**src/dtd_pkg.sv**
```systemverilog
// constants, register map and types of the dual eight-bit timer/divider
// assumes: pclk at 40 MHz, APB slave with 32-bit data, one word per register
package dtd_pkg;

  localparam int unsigned CLK_HZ = 40_000_000;
  localparam int unsigned ADDR_W = 8;

  // register byte offsets
  localparam logic [ADDR_W-1:0] OFF_CTRL_LO = 8'h00;
  localparam logic [ADDR_W-1:0] OFF_CTRL_HI = 8'h04;
  localparam logic [ADDR_W-1:0] OFF_CMP_LO = 8'h08;
  localparam logic [ADDR_W-1:0] OFF_CMP_HI = 8'h0C;
  localparam logic [ADDR_W-1:0] OFF_DUTY_LO = 8'h10;
  localparam logic [ADDR_W-1:0] OFF_DUTY_HI = 8'h14;
  localparam logic [ADDR_W-1:0] OFF_CFG = 8'h18;
  localparam logic [ADDR_W-1:0] OFF_COUNT = 8'h1C;
  localparam logic [ADDR_W-1:0] OFF_STATUS = 8'h20;

  // control and config register field positions
  localparam int unsigned CTRL_RUN_BIT = 3;
  localparam int unsigned CTRL_FF_BIT = 7;
  localparam int unsigned CFG_PRESRC_BIT = 0;

  // reset values
  localparam logic [7:0] CTRL_RST = 8'h00;
  localparam logic [7:0] CMP_RST = 8'h00;
  localparam logic [7:0] DUTY_RST = 8'h00;

  // mode field encodings
  localparam logic [2:0] MODE_TIMER8 = 3'h0;
  localparam logic [2:0] MODE_DIVIDER = 3'h1;
  localparam logic [2:0] MODE_PWM8 = 3'h2;
  localparam logic [2:0] MODE_CASC_LO = 3'h3;
  localparam logic [2:0] MODE_TIMER16 = 3'h4;
  localparam logic [2:0] MODE_WARMUP = 3'h5;
  localparam logic [2:0] MODE_PWM16 = 3'h6;
  localparam logic [2:0] MODE_PPG16 = 3'h7;

  // clock select encodings and prescaler taps
  localparam logic [2:0] CKS_SLOWEST = 3'h0;
  localparam logic [2:0] CKS_DIV7 = 3'h1;
  localparam logic [2:0] CKS_DIV5 = 3'h2;
  localparam logic [2:0] CKS_DIV3 = 3'h3;
  localparam logic [2:0] CKS_SLOW = 3'h4;
  localparam logic [2:0] CKS_DIV1 = 3'h5;
  localparam logic [2:0] CKS_FAST = 3'h6;
  localparam logic [2:0] CKS_PIN = 3'h7;
  localparam int unsigned PRE_W = 11;
  localparam int unsigned SLOW_DIV_W = 3;

  typedef struct packed {
    logic ff_init;
    logic [2:0] clk_sel;
    logic run;
    logic [2:0] mode;
  } dtd_ctrl_t;

  typedef struct packed {
    logic psel;
    logic penable;
    logic pwrite;
    logic [ADDR_W-1:0] paddr;
    logic [31:0] pwdata;
  } dtd_apb_req_t;

  typedef struct packed {
    logic pready;
    logic pslverr;
    logic [31:0] prdata;
  } dtd_apb_rsp_t;

endpackage : dtd_pkg

```
**src/dtd_pin_sync.sv**
```systemverilog
// two-flop synchroniser with edge pulses for one pin
// assumes: pin is asynchronous to pclk, pulses last one pclk
module dtd_pin_sync (
  input wire logic pclk,
  input wire logic presetn,
  input wire logic pin,
  output logic level,
  output logic fall,
  output logic rise
);

  logic meta_reg;
  logic sync_reg;
  logic prev_reg;

  always_ff @(posedge pclk or negedge presetn) begin
    if (!presetn) begin
      meta_reg <= 1'b1;
      sync_reg <= 1'b1;
      prev_reg <= 1'b1;
    end else begin
      meta_reg <= pin;
      sync_reg <= meta_reg;
      prev_reg <= sync_reg;
    end
  end

  assign level = sync_reg;
  assign fall = prev_reg & ~sync_reg;
  assign rise = ~prev_reg & sync_reg;

endmodule // dtd_pin_sync

```
**src/dtd_timer.sv**
```systemverilog
// two 8-bit timer/counters with compare, toggle flip-flop and match pulse
// assumes: APB master on pclk; event and slow-clock pins asynchronous
//
// Function
// timer mode: count ticks, match pulses, clears
// event mode: count falling pin edges likewise
// event pin levels held two machine cycles
// software keeps compare 1..255, duty 2..254
// cascaded timer compare kept 1..65535
// warm-up compare kept 256..65535
// cascaded modulation value kept 2..65534
// pulse generator: duty plus one below compare
// slow modes use slowest divided clock only
// cascade takes clock from lower select field
// software keeps init bit zero when counting
// compare value used at once, unbuffered
// divider match toggles flip-flop, clears, pulses
// divider pin is inverse of flip-flop
// flip-flop loads init bit, resets zero
// software sets port latch before divider
// stopping holds divider pin level
// stop first, change init bit later
// run at bit 3, init at bit 7
// two counters cascade into 16 bits
// 3-bit mode field encodings
// run clear stops and clears counter
// match pulse one clock, checked each tick
module dtd_timer (
  input wire logic pclk,
  input wire logic presetn,
  input dtd_pkg::dtd_apb_req_t apb_req,
  output dtd_pkg::dtd_apb_rsp_t apb_rsp,
  input wire logic [1:0] event_input_pin,
  input wire logic slow_clk_pin,
  output logic [1:0] match_irq,
  output logic [1:0] divider_out_pin
);
  import dtd_pkg::*;

  ////////////////////////////////////////////////////////////////////////////
  // declarations

  typedef enum {
    ST_IDLE,
    ST_ACCESS
  } dtd_bus_state_t;

  dtd_bus_state_t bus_state_reg;
  dtd_ctrl_t ctrl_reg [2];
  logic [7:0] compare_value_reg [2];
  logic [7:0] duty_value_reg [2];
  logic prescaler_source_select;
  logic [7:0] cnt_reg [2];
  logic [7:0] cnt_next [2];
  logic ff_reg [2];
  logic ff_next [2];
  logic [PRE_W-1:0] pre_reg;
  logic [SLOW_DIV_W-1:0] slow_div_reg;
  logic [1:0] match_irq_reg;
  logic [1:0] div_pin_reg;
  logic pready_reg;
  logic pslverr_reg;
  logic [31:0] prdata_reg;
  logic [1:0] ev_fall;
  logic slow_rise;
  logic slowest_tick;
  logic cascade;
  logic run_eff [2];
  logic tick [2];
  logic match [2];
  logic match16;
  logic wr_en;
  logic [1:0] ctrl_wr;

  ////////////////////////////////////////////////////////////////////////////
  // pin synchronisers

  dtd_pin_sync u_ev0 (
    .pclk(pclk),
    .presetn(presetn),
    .pin(event_input_pin[0]),
    .level(),
    .fall(ev_fall[0]),
    .rise()
  );

  dtd_pin_sync u_ev1 (
    .pclk(pclk),
    .presetn(presetn),
    .pin(event_input_pin[1]),
    .level(),
    .fall(ev_fall[1]),
    .rise()
  );

  dtd_pin_sync u_slow (
    .pclk(pclk),
    .presetn(presetn),
    .pin(slow_clk_pin),
    .level(),
    .fall(),
    .rise(slow_rise)
  );

  ////////////////////////////////////////////////////////////////////////////
  // prescaler and source selection

  always_ff @(posedge pclk or negedge presetn) begin
    if (!presetn) begin
      pre_reg <= '0;
    end else begin
      pre_reg <= pre_reg + 1'b1;
    end
  end

  always_ff @(posedge pclk or negedge presetn) begin
    if (!presetn) begin
      slow_div_reg <= '0;
    end else if (slow_rise) begin
      slow_div_reg <= slow_div_reg + 1'b1;
    end
  end

  // slowest tap: fast/2^11 or slow/2^3
  assign slowest_tick = prescaler_source_select ? (slow_rise && (&slow_div_reg)) : (&pre_reg);

  function automatic logic src_tick(input logic [2:0] sel, input logic [PRE_W-1:0] pre,
                                    input logic slowest, input logic slow, input logic ev);
    case (sel)
      CKS_SLOWEST: src_tick = slowest;
      CKS_DIV7: src_tick = &pre[6:0];
      CKS_DIV5: src_tick = &pre[4:0];
      CKS_DIV3: src_tick = &pre[2:0];
      CKS_SLOW: src_tick = slow;
      CKS_DIV1: src_tick = pre[0];
      CKS_FAST: src_tick = 1'b1;
      default: src_tick = ev;
    endcase
  endfunction

  ////////////////////////////////////////////////////////////////////////////
  // count, compare and cascade

  assign cascade = ctrl_reg[1].mode[2];

  always_comb begin
    run_eff[1] = ctrl_reg[1].run;
    run_eff[0] = cascade ? ctrl_reg[1].run : ctrl_reg[0].run;
    // lower select drives both halves when cascaded
    tick[0] = src_tick(ctrl_reg[0].clk_sel, pre_reg, slowest_tick, slow_rise, ev_fall[0]);
    if (cascade) begin
      tick[1] = tick[0] && (cnt_reg[0] == 8'hFF);
    end else begin
      tick[1] = src_tick(ctrl_reg[1].clk_sel, pre_reg, slowest_tick, slow_rise, ev_fall[1]);
    end
    // compare against the live register value
    match16 = run_eff[1] && tick[0] &&
              (({cnt_reg[1], cnt_reg[0]} + 16'h0001) == {compare_value_reg[1], compare_value_reg[0]});
    for (int j = 0; j < 2; j++) begin
      match[j] = run_eff[j] && tick[j] && ((cnt_reg[j] + 8'h01) == compare_value_reg[j]);
    end
    if (cascade) begin
      match[0] = 1'b0;
      match[1] = match16;
    end
  end

  always_comb begin
    for (int j = 0; j < 2; j++) begin
      if (!run_eff[j]) begin
        cnt_next[j] = 8'h00;
      end else if (cascade ? match16 : match[j]) begin
        cnt_next[j] = 8'h00;
      end else if (tick[j]) begin
        cnt_next[j] = cnt_reg[j] + 8'h01;
      end else begin
        cnt_next[j] = cnt_reg[j];
      end
    end
  end

  always_ff @(posedge pclk or negedge presetn) begin
    if (!presetn) begin
      cnt_reg[0] <= 8'h00;
      cnt_reg[1] <= 8'h00;
    end else begin
      cnt_reg[0] <= cnt_next[0];
      cnt_reg[1] <= cnt_next[1];
    end
  end

  always_ff @(posedge pclk or negedge presetn) begin
    if (!presetn) begin
      match_irq_reg <= 2'b00;
    end else begin
      match_irq_reg <= {match[1], match[0]};
    end
  end

  ////////////////////////////////////////////////////////////////////////////
  // toggle flip-flop and divider pin

  always_comb begin
    for (int j = 0; j < 2; j++) begin
      if (ctrl_wr[j] && !ctrl_reg[j].run) begin
        ff_next[j] = apb_req.pwdata[CTRL_FF_BIT];
      end else if (match[j] && !cascade && ctrl_reg[j].mode == MODE_DIVIDER) begin
        ff_next[j] = ~ff_reg[j];
      end else begin
        ff_next[j] = ff_reg[j];
      end
    end
  end

  always_ff @(posedge pclk or negedge presetn) begin
    if (!presetn) begin
      ff_reg[0] <= 1'b0;
      ff_reg[1] <= 1'b0;
      div_pin_reg <= 2'b11;
    end else begin
      ff_reg[0] <= ff_next[0];
      ff_reg[1] <= ff_next[1];
      div_pin_reg <= {~ff_next[1], ~ff_next[0]};
    end
  end

  ////////////////////////////////////////////////////////////////////////////
  // APB slave

  assign wr_en = apb_req.psel && apb_req.penable && apb_req.pwrite && (bus_state_reg == ST_ACCESS);
  assign ctrl_wr[0] = wr_en && (apb_req.paddr == OFF_CTRL_LO);
  assign ctrl_wr[1] = wr_en && (apb_req.paddr == OFF_CTRL_HI);

  function automatic logic addr_ok(input logic [ADDR_W-1:0] a, input logic wr);
    case (a)
      OFF_CTRL_LO, OFF_CTRL_HI, OFF_CMP_LO, OFF_CMP_HI, OFF_DUTY_LO, OFF_DUTY_HI, OFF_CFG: addr_ok = 1'b1;
      OFF_COUNT, OFF_STATUS: addr_ok = !wr;
      default: addr_ok = 1'b0;
    endcase
  endfunction

  always_ff @(posedge pclk or negedge presetn) begin
    if (!presetn) begin
      bus_state_reg <= ST_IDLE;
      pready_reg <= 1'b0;
      pslverr_reg <= 1'b0;
      prdata_reg <= 32'h0000_0000;
    end else begin
      case (bus_state_reg)
        ST_IDLE: begin
          if (apb_req.psel && !apb_req.penable) begin
            bus_state_reg <= ST_ACCESS;
            pready_reg <= 1'b1;
            pslverr_reg <= !addr_ok(apb_req.paddr, apb_req.pwrite);
            prdata_reg <= 32'h0000_0000;
            if (!apb_req.pwrite) begin
              case (apb_req.paddr)
                OFF_CTRL_LO: prdata_reg <= {24'h00_0000, ctrl_reg[0]};
                OFF_CTRL_HI: prdata_reg <= {24'h00_0000, ctrl_reg[1]};
                OFF_CMP_LO: prdata_reg <= {24'h00_0000, compare_value_reg[0]};
                OFF_CMP_HI: prdata_reg <= {24'h00_0000, compare_value_reg[1]};
                OFF_DUTY_LO: prdata_reg <= {24'h00_0000, duty_value_reg[0]};
                OFF_DUTY_HI: prdata_reg <= {24'h00_0000, duty_value_reg[1]};
                OFF_CFG: prdata_reg <= {31'h0000_0000, prescaler_source_select};
                OFF_COUNT: prdata_reg <= {16'h0000, cnt_reg[1], cnt_reg[0]};
                OFF_STATUS: prdata_reg <= {28'h000_0000, div_pin_reg, ff_reg[1], ff_reg[0]};
                default: prdata_reg <= 32'h0000_0000;
              endcase
            end
          end
        end
        ST_ACCESS: begin
          bus_state_reg <= ST_IDLE;
          pready_reg <= 1'b0;
          pslverr_reg <= 1'b0;
        end
        default: begin
          bus_state_reg <= ST_IDLE;
          pready_reg <= 1'b0;
        end
      endcase
    end
  end

  always_ff @(posedge pclk or negedge presetn) begin
    if (!presetn) begin
      ctrl_reg[0] <= CTRL_RST;
      ctrl_reg[1] <= CTRL_RST;
      compare_value_reg[0] <= CMP_RST;
      compare_value_reg[1] <= CMP_RST;
      duty_value_reg[0] <= DUTY_RST;
      duty_value_reg[1] <= DUTY_RST;
      prescaler_source_select <= 1'b0;
    end else if (wr_en) begin
      case (apb_req.paddr)
        OFF_CTRL_LO: ctrl_reg[0] <= apb_req.pwdata[7:0];
        OFF_CTRL_HI: ctrl_reg[1] <= apb_req.pwdata[7:0];
        OFF_CMP_LO: compare_value_reg[0] <= apb_req.pwdata[7:0];
        OFF_CMP_HI: compare_value_reg[1] <= apb_req.pwdata[7:0];
        OFF_DUTY_LO: duty_value_reg[0] <= apb_req.pwdata[7:0];
        OFF_DUTY_HI: duty_value_reg[1] <= apb_req.pwdata[7:0];
        OFF_CFG: prescaler_source_select <= apb_req.pwdata[CFG_PRESRC_BIT];
        default: ;
      endcase
    end
  end

  assign apb_rsp.pready = pready_reg;
  assign apb_rsp.pslverr = pslverr_reg;
  assign apb_rsp.prdata = prdata_reg;
  assign match_irq = match_irq_reg;
  assign divider_out_pin = div_pin_reg;
endmodule // dtd_timer

```
**config.mk**
```make
export PLATFORM = sky130hd
export DESIGN_NAME = dtd_timer
export DESIGN_NICKNAME = d
export VERILOG_FILES = /design/src/dtd_pkg.sv /design/src/dtd_pin_sync.sv /design/src/dtd_timer.sv
export SDC_FILE = /design/constraint.sdc
export NUM_CORES = 1
export LEC_CHECK = 0
export ABC_CLOCK_PERIOD_IN_PS = 5810
export BUFFER_PORTS_ARGS = -buffer_cell sky130_fd_sc_hd__buf_2
export CORE_UTILIZATION = 53
export DETAILED_ROUTE_END_ITERATION = 6
export HOLD_SLACK_MARGIN = 0.06
export PLACE_DENSITY_LB_ADDON = 0.3
export SYNTH_ARGS = -nofsm -noshare
export SYNTH_HDL_FRONTEND = slang
export SYNTH_SLANG_ARGS = --single-unit
```
**constraint.sdc**
```tcl
create_clock -name pclk -period 5.81 [get_ports pclk]
set_input_delay 1.162 -clock pclk [delete_from_list [all_inputs] [get_ports pclk]]
set_output_delay 1.162 -clock pclk [all_outputs]
set_load 0.05 [all_outputs]
```
Word level (Yosys, flattened, before mapping). Cells that the tools add are included.

Add/sub/neg operators: 5. Equality and inequality tests: 31. Muxes and demuxes: 29. Bitwise operators: 10. Reductions and logical operators: 47.

Operator list (number): case mux 16 bit (9 select lines) (1); 2-to-1 mux 32 bit (2); 2-to-1 mux 8 bit (6); equality test 32 x 1 -> 1 bit, second input constant (1); equality test 32 x 2 -> 1 bit, second input constant (1); equality test 8 x 5 -> 1 bit, second input constant (4); zero test 32 bit (1); logical AND 1 bit (20); equality test 3 bit, second input constant (6); AND reduction 2 bit (9); adder 16 x 1 -> 16 bit, second input constant (1); adder 8 x 1 -> 8 bit, second input constant (2); equality test 16 bit (1); equality test 8 x 4 -> 1 bit, second input constant (2); equality test 8 bit (2); 2-to-1 mux 16 bit (1); 2-to-1 mux 1 bit (14); case mux 1 bit (7 select lines) (2); equality test 3 x 1 -> 1 bit, second input constant (4); equality test 3 x 2 -> 1 bit, second input constant (4); adder 11 x 1 -> 11 bit, second input constant (1); AND reduction 11 bit (1); equality test 8 x 3 -> 1 bit, second input constant (1); equality test 8 x 6 -> 1 bit, second input constant (1); 17 further kinds (34).

Bits in registers: 160. Bits of input ports: 48. Word-level logic and storage cells: 156.

Longest topological paths before layout. Gate-level depths: netlist of run 1.

Depth after elaboration: 15. Gate-level depth with buffers: 13. Gate-level depth less buffers: 11.

Cells and area by module. From an unflattened synthesis of run 1, not the netlist that was laid out.

Cells, all modules: 511. Area total of the unflattened synthesis: 5880.6 um^2.

Modules (own cells, without submodules): dtd_timer (times used 1, cells each 496, area an instance 5599.1 um^2, sequential area each 2580.0 um^2); dtd_pin_sync (times used 3, cells each 5, area an instance 93.8 um^2, sequential area each 78.8 um^2).

Least setup slack after synthesis of run 1. OpenSTA, ideal clock, no wires.

Path kind: input port to flip-flop. From: input apb_req[37] in the netlist's numbering. To: register prdata_reg[10]. Library setup time: 67 ps. Data arrival time: 2788 ps. Slack: 2955 ps. Cell stages on the path: 5. Cell sequence: nor3_1 nand2_1 nor4_2 nor3b_2 a22o_1.

Longest elaborated chain between the ends: 3. Elaborated cells on any way between the ends: 11. Those cells by class: eq/ne (8); mux (2); reduce/logical (1).

RTL lines: from (decl) (line dtd_timer.sv:31) `input dtd_pkg::dtd_apb_req_t apb_req,`; equality test 8 x 6 -> 1 bit (tied with other cells) (line dtd_timer.sv:257) `case (apb_req.paddr)`; case mux 16 bit (9 select lines) * (line dtd_timer.sv:257); 2-to-1 mux 16 bit * (line dtd_timer.sv:256) `if (!apb_req.pwrite) begin`; to (signal assigned) (line dtd_timer.sv:258) `OFF_CTRL_LO: prdata_reg <= {24'h00_0000, ctrl_reg[0]};`; to (signal assigned) (line dtd_timer.sv:259) `OFF_CTRL_HI: prdata_reg <= {24'h00_0000, ctrl_reg[1]};`; to (signal assigned) (line dtd_timer.sv:260) `OFF_CMP_LO: prdata_reg <= {24'h00_0000, compare_value_reg[0]};`; to (decl) (line dtd_timer.sv:63) `logic [31:0] prdata_reg;`.

Mark *: on every way between the ends. The rest lies on a longest branch, timed or not. A chain may end at the register's enable or synchronous reset.

Worst setup path in the final report of run 1.
From: input apb_req[37] in the netlist's numbering. To: register prdata_reg[15].

The elaborated chain is that of the path after synthesis.

==> results of run 1 <==
## metrics by stage
step / cell area (um2) / total power [mW] / setup WS (ns) / cells
2_1_floorplan: 5970 / 0.888 / 2.95 / 542
3_3_place_gp: 6150 / 0.915 / 2.28 / 695
3_5_place_dp: 6150 / 0.922 / 2.16 / 695
4_1_cts: 6360 / 1.39 / 2.55 / 711
5_1_grt: 6360 / 1.43 / 2.35 / 711
6_report: 6360 / 1.38 / 2.49 / 711
## cell families after synthesis
kind of cell    Yosys count  synth area share [%]
fa+ha+maj                 7                  1.48
flops                   112                  47.6
mux                      52                  9.90
simple gates            169                  17.0
compound gates          102                  13.3
xor+xnor                 39                  6.03
buf+inv                  45                  4.61
other cells               1                0.0634
## per-layer routing
layer / part of all wire [%] / vias to the layer above
met3: 8.8 / 28
met5: 0 / -
met1: 44 / 2136
li1: - / 2009
met4: 2.6 / 0
met2: 45 / 192
## power groups by stage
| stage | logic [mW] | clock network, mW | registers (mW) |
|---|---|---|---|
| after detailed placement | 0.0987 | 0 | 0.824 |
| final | 0.0966 | 0.475 | 0.809 |
| after CTS | 0.0988 | 0.482 | 0.809 |
| after floorplan | 0.0673 | 0 | 0.821 |
| after global placement | 0.0932 | 0 | 0.822 |
| after global routing | 0.107 | 0.514 | 0.812 |
## cell type report
class	instances	area share (%)
Sequential cell	112	44.3
Multi-Input combinational cell	385	45.3
Clock inverter	7	1.34
Tap cell	140	2.75
Timing Repair Buffer	46	3.70
Inverter	12	0.708
Clock buffer	9	1.95
## worst min path at each step
| stage | startpoint | to | slack (ns) | depth (start not counted) |
|---|---|---|---|---|
| after floorplan | u_ev0.meta_reg$_DFF_PN1_ | u_ev0.level$_DFF_PN1_ | 0.35 | 0 |
| after global placement | u_slow.meta_reg$_DFF_PN1_ | u_slow.level$_DFF_PN1_ | 0.35 | 0 |
| after detailed placement | u_slow.meta_reg$_DFF_PN1_ | u_slow.level$_DFF_PN1_ | 0.35 | 0 |
| after CTS | u_slow.meta_reg$_DFF_PN1_ | u_slow.level$_DFF_PN1_ | 0.36 | 0 |
| after global routing | u_ev0.meta_reg$_DFF_PN1_ | u_ev0.level$_DFF_PN1_ | 0.37 | 0 |
| final | u_ev0.meta_reg$_DFF_PN1_ | u_ev0.level$_DFF_PN1_ | 0.36 | 0 |
## worst max-delay path, stage by stage
cell	delay, ns
buf_2	0.10
nor3_1	0.41
nand2_1	0.20
nor4_2	0.98
nor3b_2	0.58
a22o_1	0.21
## cells in the final DEF (no fill, tap or decap), types with 12 or more instances in the layout
| cell | n |
|---|---|
| nand2_1 | 28 |
| nor2_1 | 35 |
| o21ai_0 | 12 |
| xor2_1 | 16 |
| nand3_1 | 23 |
| a22oi_1 | 18 |
| dfrtp_1 | 101 |
| conb_1 | 16 |
| nor3_1 | 13 |
| buf_2 | 44 |
| a21oi_1 | 14 |
| xnor2_1 | 21 |
| a22o_1 | 18 |
| mux2_2 | 51 |
==> results.md, run 1 <==
- Hold slack: 0.364 ns
- Wirelength per Cell: 18.9 um
- Hold Fails Final Rpt: 0
- Max Cap Viol: 0
- Post-synth top area cell: dfrtp_1
- RR Endpoint: cnt_reg[4]$_DFFE_PN0P_
- Fmax: 301 MHz
- Least-Margin Pin Slew: 1.17 ns
- Layout cells sized above 1: 26.6%
- Routed Antenna Nets: 0
- Drt total wl: 13500 um
- Int Power: 0.998 mW
- Ant. Diodes: 0
- Net Sw Power: 0.383 mW
- DR DRC count: 0
- Post-synth EDFFs: 0
- PwrDens: 217 nW/um2
- End-of-flow core utilization: 58.7%
- Most used routing layer: met2
- CTS tree: yes
- HPWL after DPL: 9990 um
- Rel. slew slack: 21.1%
- I/O pins: 86
- Later-pin clock latency in the skew report: 0.39 ns
- Synth Cell Area: 5920 um2
- Initial core utilization: 54.6%
- Clk pin slew, worst setup/hold paths: 0.11 ns
- Arrival @ worst endpoint: 3.65 ns
- Clk_skew: 0.0157 ns
- Primary FF master, synth: dfrtp_1
- DIE AREA: 11600 um2
- GR Layer Usage met1: 35.5%
- Register area: 2820 um2
- Iter 0 DRT Violations: 479
- Total clock sinks: 112
- Gpl congestion: 0.926
- Multi-input gate area: 2880 um2
- Worst reg-to-reg path cell count: 11
- Setup violations, final: 0
- Max clock buf depth: 2
- RSZ-0062 raised after global routing: false
- Seq/Total Area, Yosys: 47.6%
- Die height: 108 um
- Yosys reg bits: 112
- Leak pwr: 2.88 nW
- R2R setup slack: 2.84 ns
- CP max FO: 10
- H-tree depth: 3
- Initial antenna violation count: 0
- Vias in the first global route: 4170
- Clock share of power: 34.4%
- Peak supply drop: 0.000117 V
- CTS root buf: clkbuf_8
- Largest net degree at the start of global routing: 81
- Num CTS Buffers: 9
- Status: complete, no violations
- CORE AREA: 10800 um2
- Synth warnings: 0
- Final-layout fill cell count: 891
- Synth area leaders: dfrtp_1, mux2_2, dfstp_2
- Post-synth cell types: 78
- DR vias/cell: 6.14
- Sequential Power Share: 58.6%
- # rows: 38
- Count leader, synth: dfrtp_1
- Layout Nets: 621
- Setup crit end: prdata_reg[15]$_DFFE_PN0P_
- Post-synth top area share: 42.7%
- CP endpoint kind: flip-flop
- Post-CTS Setup Bufs: 0
- DR vias: 4365
- Met3 Track Usage GR: 6.42%
- Cts hold-fix bufs: 0
- Crit Path Class: input pin to flip-flop
- Synth async-reset ratio: 100%
- PostCTS Resize Cnt: 0
- Pre-antenna DRT Iters: 6
- Hold Path Class: flip-flop to flip-flop
- Worst EP required: 6.14 ns
- Die X: 108 um
- R2r startpoint: pre_reg[0]$_DFF_PN0_
- Setup crit start kind: input pin
- Synthesized area per cell: 11.2 um2
- CP startpoint: apb_req[37]
- Final Critical Period: 3.32 ns
- Commonest cells in the netlist: dfrtp_1, mux2_2, nor2_1, nand2_1, nand3_1
- Gr ovfl total: 0
- Final Slew Violations: 0
- Final period util: 57.1%
- Global routing usage on met2: 38.4%
- Cell count after synthesis: 527
- First-pass GRT wire length: 22100 um
- GRT Total Usage: 25.5%
- Port Buf Inserts: 45
- Sw Share: 27.7%
- Final TNS setup: 0 ns
- Area growth syn-to-layout: 7.57%
- Comb pwr share: 7.0%
(Power assumes the default switching activity.)
==> run 2: changes to the inputs <==
ABC_CLOCK_PERIOD_IN_PS = 3100   (was 5810)
clock period = 3.1 ns   (was 5.81 ns; I/O delays follow)
==> run 2 against run 1 <==
  * Clock skew barely moved
  * Critical path depth rose by 5
  * Sequential share of layout area fell by 0.52 points
  * Worst setup slack got worse by 2.4 ns
  * First-iteration DRC count fell by 12%
  * Register-to-register slack got worse by 2.8 ns
  * Via count rose by 1.5%
  * Clock power rose by 84%
  * Highest routed layer unchanged
  * Non-clock buffer count rose by 10
  * Flip-flop and latch count did not move
  * Critical endpoint is now ff_reg[1]$_DFF_PN0_
  * Clock-buffer cell count did not move
==> results.md, run 2 (synthesis gave the netlist of run 1 again) <==
- Fin area: 6440 um2
- Post-CTS Setup Bufs: 0
- Hold Path Class: input pin to asynchronous set/reset pin
- CP max FO: 4
- Pre-antenna DRT Iters: 6
- Layout Nets: 631
- CORE AREA: 10800 um2
- DR DRC count: 0
- Tot Pwr: 2.57 mW
- CTS root buf: clkbuf_8
- Vias in the first global route: 4312
- Cts hold-fix bufs: 0
- Worst EP required: 3.38 ns
- CTS tree: yes
- Drt total wl: 13800 um
- Clk_skew: 0.0156 ns
- Hold Fails Final Rpt: 0
- Most frequent cells in the layout: dfrtp_1, mux2_2, buf_2
- DR vias: 4431
- PwrDens: 399 nW/um2
- Least-Margin Pin Slew: 0.773 ns
- Pre-CTS setup slack: 0.183 ns
- Rel. slew slack: 48.5%
- Final Slew Violations: 0
- CP endpoint kind: flip-flop
- Final Critical Period: 3.01 ns
- Worst Slack Setup Final: 0.0868 ns
- GRT Total Usage: 25.6%
- Peak supply drop: 0.000251 V
- DIE AREA: 11600 um2
- Die X: 108 um
- Leak pwr: 2.94 nW
- Initial antenna violation count: 0
- Port Buf Inserts: 45
- H-tree depth: 3
- Final period util: 97.2%
- Gpl congestion: 0.924
- Clk pin slew, worst setup/hold paths: 0.11 ns
- First-pass GRT wire length: 22500 um
- Final TNS setup: 0 ns
- Total clock sinks: 112
- Routed Antenna Nets: 0
- Gr ovfl total: 0
- Layout cells sized above 1: 27.9%
- Area growth syn-to-layout: 8.84%
- I/O pins: 86
- Largest net degree at the start of global routing: 63
- Crit Path Class: flip-flop to flip-flop
- Setup violations, final: 0
- Num CTS Buffers: 9
- PostCTS Resize Cnt: 0
- RSZ-0062 raised after global routing: false
- Setup crit start kind: flip-flop
- Later-pin clock latency in the skew report: 0.39 ns
- Max clock buf depth: 2
- Max Cap Viol: 0
- Placed cell area: 6240 um2
- Commonest non-fill, non-tap cell in the layout: dfrtp_1
- Status: complete, no violations
- Fmax: 332 MHz
- Die height: 108 um
- Iter 0 DRT Violations: 421
- Ant. Diodes: 0
- Arrival @ worst endpoint: 3.30 ns
- DR vias/cell: 6.15
- HPWL after DPL: 10300 um
- Initial core utilization: 54.6%
- Wirelength per Cell: 19.2 um
- # rows: 38
- End-of-flow core utilization: 59.4%
run 2: cell count changes in the layout (fill, tap and decap cells not counted), sizes merged:
cell      previous run  this run
clkinvlp             1         0
buf                 46        56
inv                 15        16
run 2: cell type report:
| cell class | count | area, um2 |
|---|---|---|
| fill | 874 | 4400 |
| sequential | 112 | 2820 |
| clock buffer | 9 | 124 |
| clock inverter | 7 | 72.6 |
| inverter | 12 | 45.0 |
| tap | 140 | 175 |
| multi-input combinational | 385 | 2880 |
| timing repair buffer | 56 | 323 |
run 2: worst max-delay path, stage by stage, from the launching register on:
cell and delay, ns:
dfrtp_1 0.42, ha_1 0.22, nand3_2 0.13, inv_2 0.11, ha_1 0.19, mux2_1 0.14
a21oi_1 0.07, a221oi_2 0.44, o221ai_1 0.24, or3_4 0.40, o31a_1 0.27, o31a_1 0.28
run 2: worst paths after layout:
check	from	endpoint	slack (ns)	cells past startpoint
min in group pclk	event_input_pin[1]	u_ev1.meta_reg$_DFF_PN1_	0.31	1
setup reg to reg	pre_reg[0]$_DFF_PN0_	ff_reg[1]$_DFF_PN0_	0.09	11
setup / recovery	pre_reg[0]$_DFF_PN0_	ff_reg[1]$_DFF_PN0_	0.09	11
hold / removal	presetn	pre_reg[6]$_DFF_PN0_	0.30	1
max in group asynchronous	presetn	divider_out_pin[0]$_DFF_PN1_	2.01	2
hold reg to reg	u_ev1.meta_reg$_DFF_PN1_	u_ev1.level$_DFF_PN1_	0.36	0
run 2: per-stage QoR:
stage          cells  hold slack, ns
3_5_place_dp     705           0.348
3_3_place_gp     705           0.346
5_1_grt          721           0.294
4_1_cts          721           0.296
6_report         721           0.300
2_1_floorplan    542           0.324
run 2: routing by layer:
| layer | GRT usage [%] | vias up | part of all wire (%) |
|---|---|---|---|
| li1 | - | 2012 | - |
| met1 | 36.5 | 2221 | 45 |
| met2 | 38.6 | 170 | 45 |
| met3 | 3.69 | 28 | 6.8 |
| met4 | 12.0 | 0 | 3.0 |
| met5 | 0 | - | 0 |
run 2: report_power, final:
group          switching [mW]  internal [mW]  leakage, nW  total, mW
registers              0.0180           1.50         1.50       1.51
clock network           0.554          0.319        0.102      0.873
logic                   0.132         0.0513         1.33      0.184
total                   0.704           1.87         2.94       2.57
